<file path="src/verilog/cipl_pkg.sv">
package cipl_pkg;

    // Processor register numbers
    localparam logic [7:0] CIPL_ADDR_PRIO      = 8'h12;
    localparam logic [7:0] CIPL_ADDR_SOFT_REQ  = 8'h14;
    localparam logic [7:0] CIPL_ADDR_SOFT_SUM  = 8'h15;
    localparam logic [7:0] CIPL_ADDR_MAP_EN    = 8'h38;

    // Priority levels
    localparam logic [4:0] CIPL_LVL_HALT       = 5'h1F;
    localparam logic [4:0] CIPL_LVL_PWR        = 5'h1E;
    localparam logic [4:0] CIPL_LVL_MEMERR     = 5'h1D;
    localparam logic [4:0] CIPL_LVL_CRD        = 5'h1A;
    localparam logic [4:0] CIPL_LVL_BR7        = 5'h17;
    localparam logic [4:0] CIPL_LVL_BR6        = 5'h16;
    localparam logic [4:0] CIPL_LVL_BR5        = 5'h15;
    localparam logic [4:0] CIPL_LVL_BR4        = 5'h14;
    localparam logic [4:0] CIPL_LVL_ZERO       = 5'h00;

    // Vector offsets
    localparam logic [15:0] CIPL_VEC_PWR       = 16'h000C;
    localparam logic [15:0] CIPL_VEC_MEMERR    = 16'h0060;
    localparam logic [15:0] CIPL_VEC_CRD       = 16'h0054;
    localparam logic [15:0] CIPL_VEC_BUS_BASE  = 16'h0200;
    localparam logic [15:0] CIPL_VEC_CON_RX    = 16'h00F8;
    localparam logic [15:0] CIPL_VEC_CON_TX    = 16'h00F6;
    localparam logic [15:0] CIPL_VEC_TMR0      = 16'h0078;
    localparam logic [15:0] CIPL_VEC_TMR1      = 16'h007C;
    localparam logic [15:0] CIPL_VEC_STOR      = 16'h0104;
    localparam logic [15:0] CIPL_VEC_NET       = 16'h010C;
    localparam logic [15:0] CIPL_VEC_DOORBELL  = 16'h0204;
    localparam logic [15:0] CIPL_VEC_SOFT_BASE = 16'h0080;
    localparam logic [15:0] CIPL_VEC_NONE      = 16'h0000;

    // Halt codes
    localparam logic [5:0] CIPL_HALT_EXT       = 6'h02;
    localparam logic [5:0] CIPL_HALT_RESET     = 6'h03;

    // Field positions
    localparam int CIPL_PSL_IPL_LO             = 16;
    localparam int CIPL_PSL_IPL_HI             = 20;
    localparam int CIPL_SCR_HALT_SEL           = 7;

    // Level-14 source index within on_module vector
    typedef struct packed {
        logic con_rx;
        logic con_tx;
        logic tmr0;
        logic tmr1;
        logic stor;
        logic net;
        logic doorbell;
    } cipl_lvl14_t;

    typedef struct packed {
        logic internal_data_address_bus_parity;
        logic bus_nxm_write;
        logic mem_uncorr;
        logic internal_data_address_bus_timeout;
        logic mem_nxm;
    } cipl_memerr_t;

    typedef struct packed {
        logic        valid;
        logic [4:0]  level;
        logic [4:0]  new_ipl;
        logic [15:0] vector;
        logic        from_bus;
    } cipl_grant_t;

    // Register access port
    typedef struct packed {
        logic        wr;
        logic        rd;
        logic [7:0]  addr;
        logic [31:0] wdata;
    } cipl_reg_req_t;

endpackage : cipl_pkg

</file>
<file path="src/verilog/cipl_arbiter.sv">
`timescale 1ns/1ps
module cipl_arbiter (
    input  wire logic                  bus_req7,
    input  wire logic                  bus_req6,
    input  wire logic                  bus_req5,
    input  wire logic                  bus_req4,
    input  wire logic [15:0]           bus_vector,
    input  wire logic                  pwr_fail,
    input  wire cipl_pkg::cipl_memerr_t memerr,
    input  wire logic                  crd_err,
    input  wire cipl_pkg::cipl_lvl14_t  lvl14,
    input  wire logic [15:1]           soft_pend,
    input  wire logic [4:0]            cur_ipl,
    output cipl_pkg::cipl_grant_t      grant
);
    import cipl_pkg::*;

    function automatic cipl_grant_t mk(input logic [4:0] lvl, input logic [4:0] nipl,
                                       input logic [15:0] vec, input logic fb);
        cipl_grant_t g;
        g.valid    = 1'b1;
        g.level    = lvl;
        g.new_ipl  = nipl;
        g.vector   = vec;
        g.from_bus = fb;
        return g;
    endfunction : mk

    cipl_grant_t best;

    ////////////////////////////////////////////////////////////////////////
    // Highest pending source wins
    always_comb begin
        best = '0;
        if (pwr_fail) begin
            best = mk(CIPL_LVL_PWR, CIPL_LVL_PWR, CIPL_VEC_PWR, 1'b0);
        end else if (|memerr) begin
            best = mk(CIPL_LVL_MEMERR, CIPL_LVL_MEMERR, CIPL_VEC_MEMERR, 1'b0);
        end else if (crd_err) begin
            best = mk(CIPL_LVL_CRD, CIPL_LVL_CRD, CIPL_VEC_CRD, 1'b0);
        end else if (bus_req7) begin
            best = mk(CIPL_LVL_BR7, CIPL_LVL_BR7, bus_vector + CIPL_VEC_BUS_BASE, 1'b1);
        end else if (bus_req6) begin
            best = mk(CIPL_LVL_BR6, CIPL_LVL_BR7, bus_vector + CIPL_VEC_BUS_BASE, 1'b1);
        end else if (bus_req5) begin
            best = mk(CIPL_LVL_BR5, CIPL_LVL_BR7, bus_vector + CIPL_VEC_BUS_BASE, 1'b1);
        end else if (bus_req4) begin
            best = mk(CIPL_LVL_BR4, CIPL_LVL_BR7, bus_vector + CIPL_VEC_BUS_BASE, 1'b1);
        end else if (lvl14.con_rx) begin
            best = mk(CIPL_LVL_BR4, CIPL_LVL_BR4, CIPL_VEC_CON_RX, 1'b0);
        end else if (lvl14.con_tx) begin
            best = mk(CIPL_LVL_BR4, CIPL_LVL_BR4, CIPL_VEC_CON_TX, 1'b0);
        end else if (lvl14.tmr0) begin
            best = mk(CIPL_LVL_BR4, CIPL_LVL_BR4, CIPL_VEC_TMR0, 1'b0);
        end else if (lvl14.tmr1) begin
            best = mk(CIPL_LVL_BR4, CIPL_LVL_BR4, CIPL_VEC_TMR1, 1'b0);
        end else if (lvl14.stor) begin
            best = mk(CIPL_LVL_BR4, CIPL_LVL_BR7, CIPL_VEC_STOR, 1'b0);
        end else if (lvl14.net) begin
            best = mk(CIPL_LVL_BR4, CIPL_LVL_BR7, CIPL_VEC_NET, 1'b0);
        end else if (lvl14.doorbell) begin
            best = mk(CIPL_LVL_BR4, CIPL_LVL_BR4, CIPL_VEC_DOORBELL, 1'b0);
        end else begin
            for (int i = 15; i >= 1; i--) begin
                if (soft_pend[i] && !best.valid) begin
                    best = mk(5'(i), 5'(i), CIPL_VEC_SOFT_BASE + 16'(i * 4), 1'b0);
                end
            end
        end
    end

    // Only above current priority
    always_comb begin
        grant = best;
        if (best.level <= cur_ipl) begin
            grant.valid = 1'b0;
        end
    end

endmodule : cipl_arbiter

</file>
<file path="src/verilog/cipl_ctrl.sv">
`timescale 1ns/1ps
// How it works
// - Halt sequence saves PC, status longword, mapping enable bit 0, halt code.
// - Halt sequence sets priority level to 1F.
// - Halt then jumps to resident firmware with halt code.
// - Halts ignore priority; blocked in protected space unless halt code 3.
// - Maskable take saves PC and status, raises priority, vectors via control block.
// - Bus, storage and network interrupts set priority to 17.
// - DC-good and power-good both rising from low: halt code 3.
// - DC-good recovery with power-good high: code 3, or 2 if config bit 7 set.
// - Bus initialize as auxiliary processor: halt code 3.
// - Bus halt or console break: halt code 2.
// - Power-good loss: level 1E, offset 0C.
// - Parity, NONEXISTENT_MEMORY, uncorrectable, timeout errors: level 1D, offset 60.
// - Correctable memory errors: level 1A, offset 54.
// - Bus requests 7..4 at levels 17..14, vector bus vector plus 200.
// - Level 14 on-module sources at their fixed offsets.
// - Software requests at levels 01..0F, offsets 84 to BC.
// - Priority register write loads status longword bits 20:16.
// - Soft request write sets pending bit at written level.
// - Mapping enable written 0 disables, 1 enables; bit 0 saved on halt.
module cipl_ctrl (
    input  wire logic                    ref_clk,
    input  wire logic                    nrst,
    input  wire cipl_pkg::cipl_reg_req_t reg_req,
    output logic [31:0]                  reg_rdata,
    input  wire logic                    dc_good_line,
    input  wire logic                    power_good_line,
    input  wire logic                    bus_initialize_line,
    input  wire logic                    bus_halt_line,
    input  wire logic                    bus_request_level7_n,
    input  wire logic                    bus_request_level6_n,
    input  wire logic                    bus_request_level5_n,
    input  wire logic                    bus_request_level4_n,
    input  wire logic [15:0]             bus_vector,
    input  wire logic                    aux_mode,
    input  wire logic [31:0]             sys_config,
    input  wire logic                    console_break,
    input  wire cipl_pkg::cipl_memerr_t  memerr,
    input  wire logic                    crd_err,
    input  wire cipl_pkg::cipl_lvl14_t   lvl14,
    input  wire logic                    halt_protected,
    input  wire logic                    insn_boundary,
    input  wire logic [31:0]             cur_pc,
    input  wire logic [31:0]             cur_psl,
    output logic                         halt_take,
    output logic [5:0]                   halt_code_r,
    output logic [31:0]                  saved_pc_r,
    output logic [31:0]                  saved_psl_r,
    output logic                         saved_map_r,
    output logic                         irq_take,
    output logic [15:0]                  irq_vector_r,
    output logic [4:0]                   irq_level_r,
    output logic [31:0]                  psl_r,
    output logic                         mapping_enable_r
);
    import cipl_pkg::*;

    ////////////////////////////////////////////////////////////////////////
    // Pin synchronisers
    localparam int NPIN = 8;
    logic [NPIN-1:0] pin_raw;
    logic [NPIN-1:0] sync1_r;
    logic [NPIN-1:0] sync2_r;

    assign pin_raw = {dc_good_line, power_good_line, bus_initialize_line, bus_halt_line,
                      ~bus_request_level7_n, ~bus_request_level6_n,
                      ~bus_request_level5_n, ~bus_request_level4_n};

    always_ff @(posedge ref_clk or negedge nrst) begin
        if (!nrst) begin
            sync1_r <= '0;
            sync2_r <= '0;
        end else begin
            sync1_r <= pin_raw;
            sync2_r <= sync1_r;
        end
    end

    logic dcok_s;
    logic pok_s;
    logic init_s;
    logic bus_halt_line_s;
    logic [3:0] br_s;
    assign dcok_s  = sync2_r[7];
    assign pok_s   = sync2_r[6];
    assign init_s  = sync2_r[5];
    assign bus_halt_line_s = sync2_r[4];
    assign br_s    = sync2_r[3:0];

    logic dcok_d_r;
    logic pok_d_r;
    logic init_d_r;
    logic bus_halt_line_d_r;
    logic brk_d_r;
    logic pok_lost_r;

    always_ff @(posedge ref_clk or negedge nrst) begin
        if (!nrst) begin
            dcok_d_r  <= 1'b0;
            pok_d_r   <= 1'b0;
            init_d_r  <= 1'b0;
            bus_halt_line_d_r <= 1'b0;
            brk_d_r   <= 1'b0;
        end else begin
            dcok_d_r  <= dcok_s;
            pok_d_r   <= pok_s;
            init_d_r  <= init_s;
            bus_halt_line_d_r <= bus_halt_line_s;
            brk_d_r   <= console_break;
        end
    end

    // Power-good was low while DC-good was low
    always_ff @(posedge ref_clk or negedge nrst) begin
        if (!nrst) begin
            pok_lost_r <= 1'b1;
        end else if (!dcok_s && !pok_s) begin
            pok_lost_r <= 1'b1;
        end else if (dcok_s && !dcok_d_r) begin
            pok_lost_r <= 1'b0;
        end
    end

    ////////////////////////////////////////////////////////////////////////
    // Non-maskable event capture
    logic dcok_rise;
    logic ev_reset;
    logic ev_ext;
    logic halt_pend_r;
    logic [5:0] halt_pcode_r;

    assign dcok_rise = dcok_s && !dcok_d_r;

    always_comb begin
        ev_reset = 1'b0;
        ev_ext   = 1'b0;
        if (dcok_rise && (pok_lost_r || !pok_s || !sys_config[CIPL_SCR_HALT_SEL])) begin
            ev_reset = 1'b1;
        end else if (dcok_rise) begin
            ev_ext = 1'b1;
        end
        if (aux_mode && init_s && !init_d_r) begin
            ev_reset = 1'b1;
        end
        if ((bus_halt_line_s && !bus_halt_line_d_r) || (console_break && !brk_d_r)) begin
            ev_ext = 1'b1;
        end
    end

    always_ff @(posedge ref_clk or negedge nrst) begin
        if (!nrst) begin
            halt_pend_r  <= 1'b0;
            halt_pcode_r <= CIPL_HALT_RESET;
        end else if (ev_reset) begin
            halt_pend_r  <= 1'b1;
            halt_pcode_r <= CIPL_HALT_RESET;
        end else if (ev_ext && !(halt_pend_r && halt_pcode_r == CIPL_HALT_RESET)) begin
            halt_pend_r  <= 1'b1;
            halt_pcode_r <= CIPL_HALT_EXT;
        end else if (halt_take) begin
            halt_pend_r  <= 1'b0;
        end
    end

    // Protected space blocks all but code 3; priority level is ignored
    assign halt_take = halt_pend_r && insn_boundary
                       && (!halt_protected || halt_pcode_r == CIPL_HALT_RESET);

    ////////////////////////////////////////////////////////////////////////
    // Software pending summary
    logic [15:1] soft_pend_r;
    cipl_grant_t grant;
    logic [3:0] wr_lvl;
    assign wr_lvl = reg_req.wdata[3:0];

    always_ff @(posedge ref_clk or negedge nrst) begin
        if (!nrst) begin
            soft_pend_r <= '0;
        end else begin
            for (int i = 1; i <= 15; i++) begin
                if (reg_req.wr && reg_req.addr == CIPL_ADDR_SOFT_REQ && wr_lvl == 4'(i)) begin
                    soft_pend_r[i] <= 1'b1;
                end else if (reg_req.wr && reg_req.addr == CIPL_ADDR_SOFT_SUM) begin
                    soft_pend_r[i] <= reg_req.wdata[i];
                end else if (irq_take && grant.level == 5'(i) && !grant.from_bus
                             && grant.level < CIPL_LVL_BR4) begin
                    soft_pend_r[i] <= 1'b0;
                end
            end
        end
    end

    ////////////////////////////////////////////////////////////////////////
    // Arbitration
    cipl_arbiter u_arb (
        .bus_req7   (br_s[3]),
        .bus_req6   (br_s[2]),
        .bus_req5   (br_s[1]),
        .bus_req4   (br_s[0]),
        .bus_vector (bus_vector),
        .pwr_fail   (dcok_s && !pok_s),
        .memerr     (memerr),
        .crd_err    (crd_err),
        .lvl14      (lvl14),
        .soft_pend  (soft_pend_r),
        .cur_ipl    (psl_r[CIPL_PSL_IPL_HI:CIPL_PSL_IPL_LO]),
        .grant      (grant)
    );

    assign irq_take = grant.valid && insn_boundary && !halt_take && !halt_pend_r;

    ////////////////////////////////////////////////////////////////////////
    // Status longword, saves and vectors
    always_ff @(posedge ref_clk or negedge nrst) begin
        if (!nrst) begin
            psl_r <= {11'h000, CIPL_LVL_HALT, 16'h0000};
        end else if (halt_take) begin
            psl_r <= cur_psl;
            psl_r[CIPL_PSL_IPL_HI:CIPL_PSL_IPL_LO] <= CIPL_LVL_HALT;
        end else if (irq_take) begin
            psl_r <= cur_psl;
            psl_r[CIPL_PSL_IPL_HI:CIPL_PSL_IPL_LO] <= grant.new_ipl;
        end else if (reg_req.wr && reg_req.addr == CIPL_ADDR_PRIO) begin
            psl_r[CIPL_PSL_IPL_HI:CIPL_PSL_IPL_LO] <= reg_req.wdata[4:0];
        end else begin
            psl_r <= cur_psl;
            psl_r[CIPL_PSL_IPL_HI:CIPL_PSL_IPL_LO] <= psl_r[CIPL_PSL_IPL_HI:CIPL_PSL_IPL_LO];
        end
    end

    always_ff @(posedge ref_clk or negedge nrst) begin
        if (!nrst) begin
            saved_pc_r   <= '0;
            saved_psl_r  <= '0;
            saved_map_r  <= 1'b0;
            halt_code_r  <= CIPL_HALT_RESET;
            irq_vector_r <= CIPL_VEC_NONE;
            irq_level_r  <= CIPL_LVL_ZERO;
        end else if (halt_take) begin
            saved_pc_r   <= cur_pc;
            saved_psl_r  <= cur_psl;
            saved_map_r  <= mapping_enable_r;
            halt_code_r  <= halt_pcode_r;
        end else if (irq_take) begin
            saved_pc_r   <= cur_pc;
            saved_psl_r  <= cur_psl;
            irq_vector_r <= grant.vector;
            irq_level_r  <= grant.level;
        end
    end

    always_ff @(posedge ref_clk or negedge nrst) begin
        if (!nrst) begin
            mapping_enable_r <= 1'b0;
        end else if (reg_req.wr && reg_req.addr == CIPL_ADDR_MAP_EN) begin
            mapping_enable_r <= reg_req.wdata[0];
        end
    end

    ////////////////////////////////////////////////////////////////////////
    // Register read
    always_ff @(posedge ref_clk or negedge nrst) begin
        if (!nrst) begin
            reg_rdata <= '0;
        end else if (reg_req.rd) begin
            unique case (reg_req.addr)
                CIPL_ADDR_PRIO:     reg_rdata <= {27'h0, psl_r[CIPL_PSL_IPL_HI:CIPL_PSL_IPL_LO]};
                CIPL_ADDR_SOFT_SUM: reg_rdata <= {16'h0, soft_pend_r, 1'b0};
                CIPL_ADDR_MAP_EN:   reg_rdata <= {31'h0, mapping_enable_r};
                default:            reg_rdata <= '0;
            endcase
        end
    end

endmodule : cipl_ctrl

</file>
<file path="config.mk">
export PLATFORM = sky130hd
export DESIGN_NAME = cipl_ctrl
export DESIGN_NICKNAME = d
export VERILOG_FILES = /design/src/verilog/cipl_pkg.sv /design/src/verilog/cipl_arbiter.sv /design/src/verilog/cipl_ctrl.sv
export SDC_FILE = /design/constraint.sdc
export NUM_CORES = 1
export LEC_CHECK = 0
export BUFFER_PORTS_ARGS = -buffer_cell sky130_fd_sc_hd__buf_4
export CORE_AREA = 2 2 132 134
export DETAILED_ROUTE_END_ITERATION = 10
export DIE_AREA = 0 0 134 136
export GPL_TIMING_DRIVEN = 0
export PLACE_DENSITY = 0.85
export SYNTH_ARGS = -nofsm -noshare
export SYNTH_HDL_FRONTEND = slang
export SYNTH_SLANG_ARGS = --single-unit
</file>
<file path="constraint.sdc">
create_clock -name ref_clk -period 5.7 [get_ports ref_clk]
set_clock_uncertainty 0.05 [all_clocks]
set_input_delay 1.14 -clock ref_clk [delete_from_list [all_inputs] [get_ports ref_clk]]
set_output_delay 1.14 -clock ref_clk [all_outputs]
set_load 0.03 [all_outputs]
</file>
After elaboration in Yosys (flattened, before gate mapping)
Cells that the tools add are included.
- $add $sub $neg: 1
- order comparisons: 2
- equal/unequal tests: 36
- muxes and demuxes: 293
- bitwise logic cells: 5
- reduce and logical (&&, ||, !) cells: 145
- operators by type and width (operator ; number):
    $mux 28 ; 225
    $mux 32 ; 6
    $logic_and 1x1->1 ; 93
    $mux 1 ; 56
    $reduce_bool 3->1 ; 17
    $pmux 16 s3 ; 1
    $eq 5x4->1 const B ; 8
    $eq 4x4->1 const B ; 8
    $logic_not 1->1 ; 26
    $eq 8x5->1 const B ; 3
    $eq 5x3->1 const B ; 4
    $add 16x10->16 const B ; 1
    $eq 4x3->1 const B ; 4
    $mux 16 ; 1
    $mux 6 ; 2
    $mux 11 ; 1
    $eq 5x2->1 const B ; 2
    $eq 4x2->1 const B ; 2
    $eq 8x6->1 const B ; 1
    $eq 6x2->1 const B ; 1
    $reduce_bool 2->1 ; 3
    $eq 5x1->1 const B ; 1
    $le 5x5->1 ; 1
    $lt 5x5->1 const B ; 1
    other kinds (7) ; 14
- bits in registers: 200
- input port bits: 181
- output and inout port bits: 159
- word-level logic and storage cells: 516

Logic depth before layout (Yosys ltp)
- depth in word-level cells: 264
- gate-level depth with buffers: 16
- depth with buffers taken out: 12

Modules after synthesis
Synthesis repeated with hierarchy kept, for this count alone.
- cells, all modules: 673
- area total of the unflattened synthesis: 7948.9 µm²
- by module, submodules not included (module ; instances ; cells an instance ; area each (µm²) ; sequential area each (µm²)):
    cipl_ctrl ; 1 ; 531 ; 7085.5 ; 4364.2
    cipl_arbiter ; 1 ; 142 ; 863.3 ; 0.0

Worst setup path before layout
Ideal clock, no wire load.
- path kind: input port to output port
- from: input lvl14[3] (netlist bit)
- to: output irq_take
- arrival time: 3973 ps
- data required time: 4510 ps
- path slack: 537 ps
- stages: 10
- path buffers: 1
- cell sequence: or4_1 -> clkbuf_1 -> or3_1 -> o21ai_0 -> ha_1 -> and3_1 -> a311o_1 -> a21oi_1 -> nand2_1 -> inv_2
- cells in the longest elaborated chain, start to end: 16
- RTL lines (item ; RTL line ; source):
    start: declaration ; cipl_ctrl.sv:41 ; input wire cipl_pkg::cipl_lvl14_t lvl14,
    $mux 28 (*) ; cipl_arbiter.sv:55 ; end else if (lvl14.tmr1) begin
    $mux 28 (*) ; cipl_arbiter.sv:53 ; end else if (lvl14.tmr0) begin
    $mux 28 (*) ; cipl_arbiter.sv:51 ; end else if (lvl14.con_tx) begin
    $mux 28 (*) ; cipl_arbiter.sv:49 ; end else if (lvl14.con_rx) begin
    $mux 28 (*) ; cipl_arbiter.sv:47 ; end else if (bus_req4) begin
    $mux 28 (*) ; cipl_arbiter.sv:45 ; end else if (bus_req5) begin
    $mux 28 (*) ; cipl_arbiter.sv:43 ; end else if (bus_req6) begin
    $mux 28 (*) ; cipl_arbiter.sv:41 ; end else if (bus_req7) begin
    $mux 28 (*) ; cipl_arbiter.sv:39 ; end else if (crd_err) begin
    $mux 28 (*) ; cipl_arbiter.sv:37 ; end else if (|memerr) begin
    $mux 28 (*) ; cipl_arbiter.sv:35 ; if (pwr_fail) begin
    $le 5x5->1 ; cipl_arbiter.sv:75 ; if (best.level <= cur_ipl) begin
    $mux 1 (*) ; cipl_arbiter.sv:75 ;
    $logic_and 1x1->1 (*) (3 in series) ; cipl_ctrl.sv:211 ; assign irq_take = grant.valid && insn_boundary && !halt_take && !halt_pend_r;
    end: declaration ; cipl_ctrl.sv:51 ; output logic irq_take,
Mark *: on every way between the ends. The rest lies on a longest branch, timed or not.

Worst setup path after layout
Ends and elaborated chain as after synthesis.

==> out/metrics.csv <==
metric;value;unit
max-cap violation count;0;
DP Area;10300;um2
power density cells;392;nW/um2
TritonCTS clock tree;done;
Layout Area Growth over Synthesis;38.6;%
delay of the slowest critical-path stage;0.51;ns
diodes inserted;0;
first-iteration detailed-routing DRC count;529;
Worst R2R Path Depth;15;
outcome;finished clean;
Power Internal;0.00273;W
fin crit period;5.50;ns
critical setup path kind;in2out;
global-route wire length before repair;35800;um
DR vias;6609;
final worst path period share;96.6;%
Slew Viols, Final;0;
r2r setup slk;0.95;ns
simple-gate portion of the synthesized area;12.1;%
Slew @ Worst Pin;0.995;ns
CP most frequent cell;buf_4;
HP Start;sync1_r[4]$_DFF_PN0_;
Via-to-Cell Ratio;5.35;
Post-Syn Instances;690;
Leak;5.03;nW
fraction of registers with async set/reset;100;%
Synth Warn #;0;
Slew HR;33.5;%
initial core utilization;46.7;%
Placed Cells;1204;
initial antenna violation count;0;
startpoint types;input port;
GRT Residual Overflow;0;
VDD IR max;0.376;mV
Synth Area in Compound Gates;11.7;%
setup bufs post-CTS;0;
P_sw;0.00155;W
vias in the first global route;6739;
Seq pwr share;38.6;%
CP Buf/Inv Count;4;
Crit-path slowest cell;or4_1;
clock network fraction of total power;28.1;%
DR WL/cell;18.6;um
Max Freq;182;MHz
adder-cell area share of the yosys netlist;0.953;%
Clock Sinks;174;
IO Port Bufs;269;
post-synthesis sequential area ratio;55.4;%
post-synthesis sequential element count;174;
TritonCTS buffer count;17;
Longest Clk Path Bufs;2;
ys flop type;dfrtp_1;
WHS Endpoint;sync2_r[4]$_DFF_PN0_;
critical path, cell by cell;buf_4 -> or4_1 -> clkbuf_1 -> or3_1 -> o21ai_0 -> ha_1 -> and3_1 -> a311o_1 -> a21oi_4 -> nand2_1 -> inv_2 -> buf_4;
commonest non-fill, non-tap cells in the layout;buf_4, dfrtp_1, mux2_1;
Crit path required time;4.51;ns
Hold Slack;0.295;ns
CP arrival;4.31;ns
Final Hold Vio Count;0;
GRT Total Usage;25.5;%
setup_tns;0;ns
H-tree Lvls;4;
crit-path max FO;9;
DR pass1 iterations;5;
worst hold path cell count;0;
post-synthesis mux area share;14.0;%
post-layout instance area;10900;um2
Min-Delay Path Class;reg2reg;
most common cell after layout, fill and taps aside;buf_4;
num ports;340;
synth unique cells;66;
xor and xnor area share after synthesis;0.556;%
largest net degree at the start of global routing;108;
Post-DP HPWL;17800;um
CP startpoint;lvl14[3];
width of the die;134;um
Top delay family on crit path;simple AND/OR/NAND/NOR gates;
FP Rows;48;
Syn Area/Cell;11.4;um2
die height;136;um
non-filler instance count after layout;1236;
Crit. End Element;output port;
nets@finish;1185;
Final ANT Viol Nets;0;
RSZ-0062 raised after global routing;no;
share of the core filled with cells;64.7;%
Placeable Area;16900;um2
clk slew on worst S/H paths;0.07;ns
layout cell share with drive strength beyond 1;35.0;%
RePlAce Congestion;0.952;
main combinational cell family by area after synthesis;multiplexers;
cell area after synthesis;7880;um2
# DRC;0;
EDFF count, synth;0;
die area;18200;um2
Total Routed Length;22900;um
RR Endpoint;psl_r[25]$_DFFE_PN0P_;
CTS Root Cell;clkbuf_16;
clk_lat worst skew;0.42;ns
combinational power share;33.3;%
hold_buf cts;0;
RR Startpoint;soft_pend_r[7]$_DFFE_PN0P_;
final setup vio count;0;
Net Sw Frac;36.3;%
[kinds of logic (layout without fill, tap and decap cells)]
logic type | Yosys count | in the layout
and+or+nand+nor | 189 | 189
other | 2 | 21
AOI/OAI and AO/OA | 138 | 138
DFF | 174 | 174
muxes | 98 | 98
buffers and inverters | 78 | 380
xor gates and xnor gates | 5 | 5
adders and majority gates | 6 | 6
[final cells by class]
type / count / area [um2]
fill: 1335 / 5960
sequential: 174 / 4360
multi-input combinational: 457 / 3200
timing repair buffer: 270 / 2050
clock buffer: 20 / 457
buffer: 47 / 292
tap: 225 / 282
clock inverter: 12 / 148
inverter: 31 / 116
[per-stage QoR]
step                worst slack, ns  total power [W]
finish                        0.196          0.00428
detailed placement           -0.179          0.00310
global route                 0.0507          0.00445
floorplan                     0.537          0.00245
global placement             -0.222          0.00306
CTS                          0.0535          0.00431
[registers in the layout, summed over array words and instances, names as in the netlist, 8 cells and up]
register      cells
reg_rdata        16
sync1_r           8
saved_psl_r      32
saved_pc_r       32
sync2_r           8
soft_pend_r      15
psl_r            32
irq_vector_r     16
[synthesized netlist by cell type, types with 4 or more instances]
library cell	number	area share [%]
buf_4	30	2.9
a21o_1	4	0.38
nand3_1	12	0.76
and2_1	7	0.56
a31oi_1	5	0.40
nand2b_1	6	0.48
nor3b_1	6	0.57
nand2_1	66	3.1
a21oi_1	28	1.8
mux2_1	93	13
clkbuf_1	12	0.57
o21ai_0	25	1.6
dfstp_2	8	2.7
o21ai_1	16	1.0
a22oi_1	6	0.57
nor3_1	9	0.57
nor2b_1	8	0.64
and3_1	7	0.56
nor4_1	14	1.1
a2111oi_0	4	0.44
inv_1	30	1.4
or4_1	6	0.57
ha_1	6	0.95
nor2_1	34	1.6
dfrtp_1	166	53
o31ai_1	13	1.2
[power by group through the flow]
stage	registers, W	clock network, W	logic, W
2_1_floorplan	0.00212	0	0.000328
3_3_place_gp	0.00165	0	0.00140
3_5_place_dp	0.00167	0	0.00143
4_1_cts	0.00165	0.00122	0.00144
5_1_grt	0.00168	0.00127	0.00150
6_report	0.00165	0.00120	0.00143
[what timing repair did]
action	in CTS	in global routing
hold endpoints to repair	0	0
setup endpoints to repair	1	1
resized for setup	2	2
[per-layer routing]
metal  global-route usage, %  vias to the layer above  wire length [um]
met1                    29.4                     3206              8600
met3                    9.13                       40              2000
li1                        -                     3055                 -
met5                       0                        -                 0
met2                    44.4                      308             11800
met4                    8.33                        0               489
[worst max path at each step]
stage	endpoint	cells after the start
6_report	irq_take	12
5_1_grt	irq_take	12
4_1_cts	irq_take	11
3_5_place_dp	irq_take	11
3_3_place_gp	irq_take	11
2_1_floorplan	irq_take	10
Note: power is estimated with default switching activity, not from simulation.
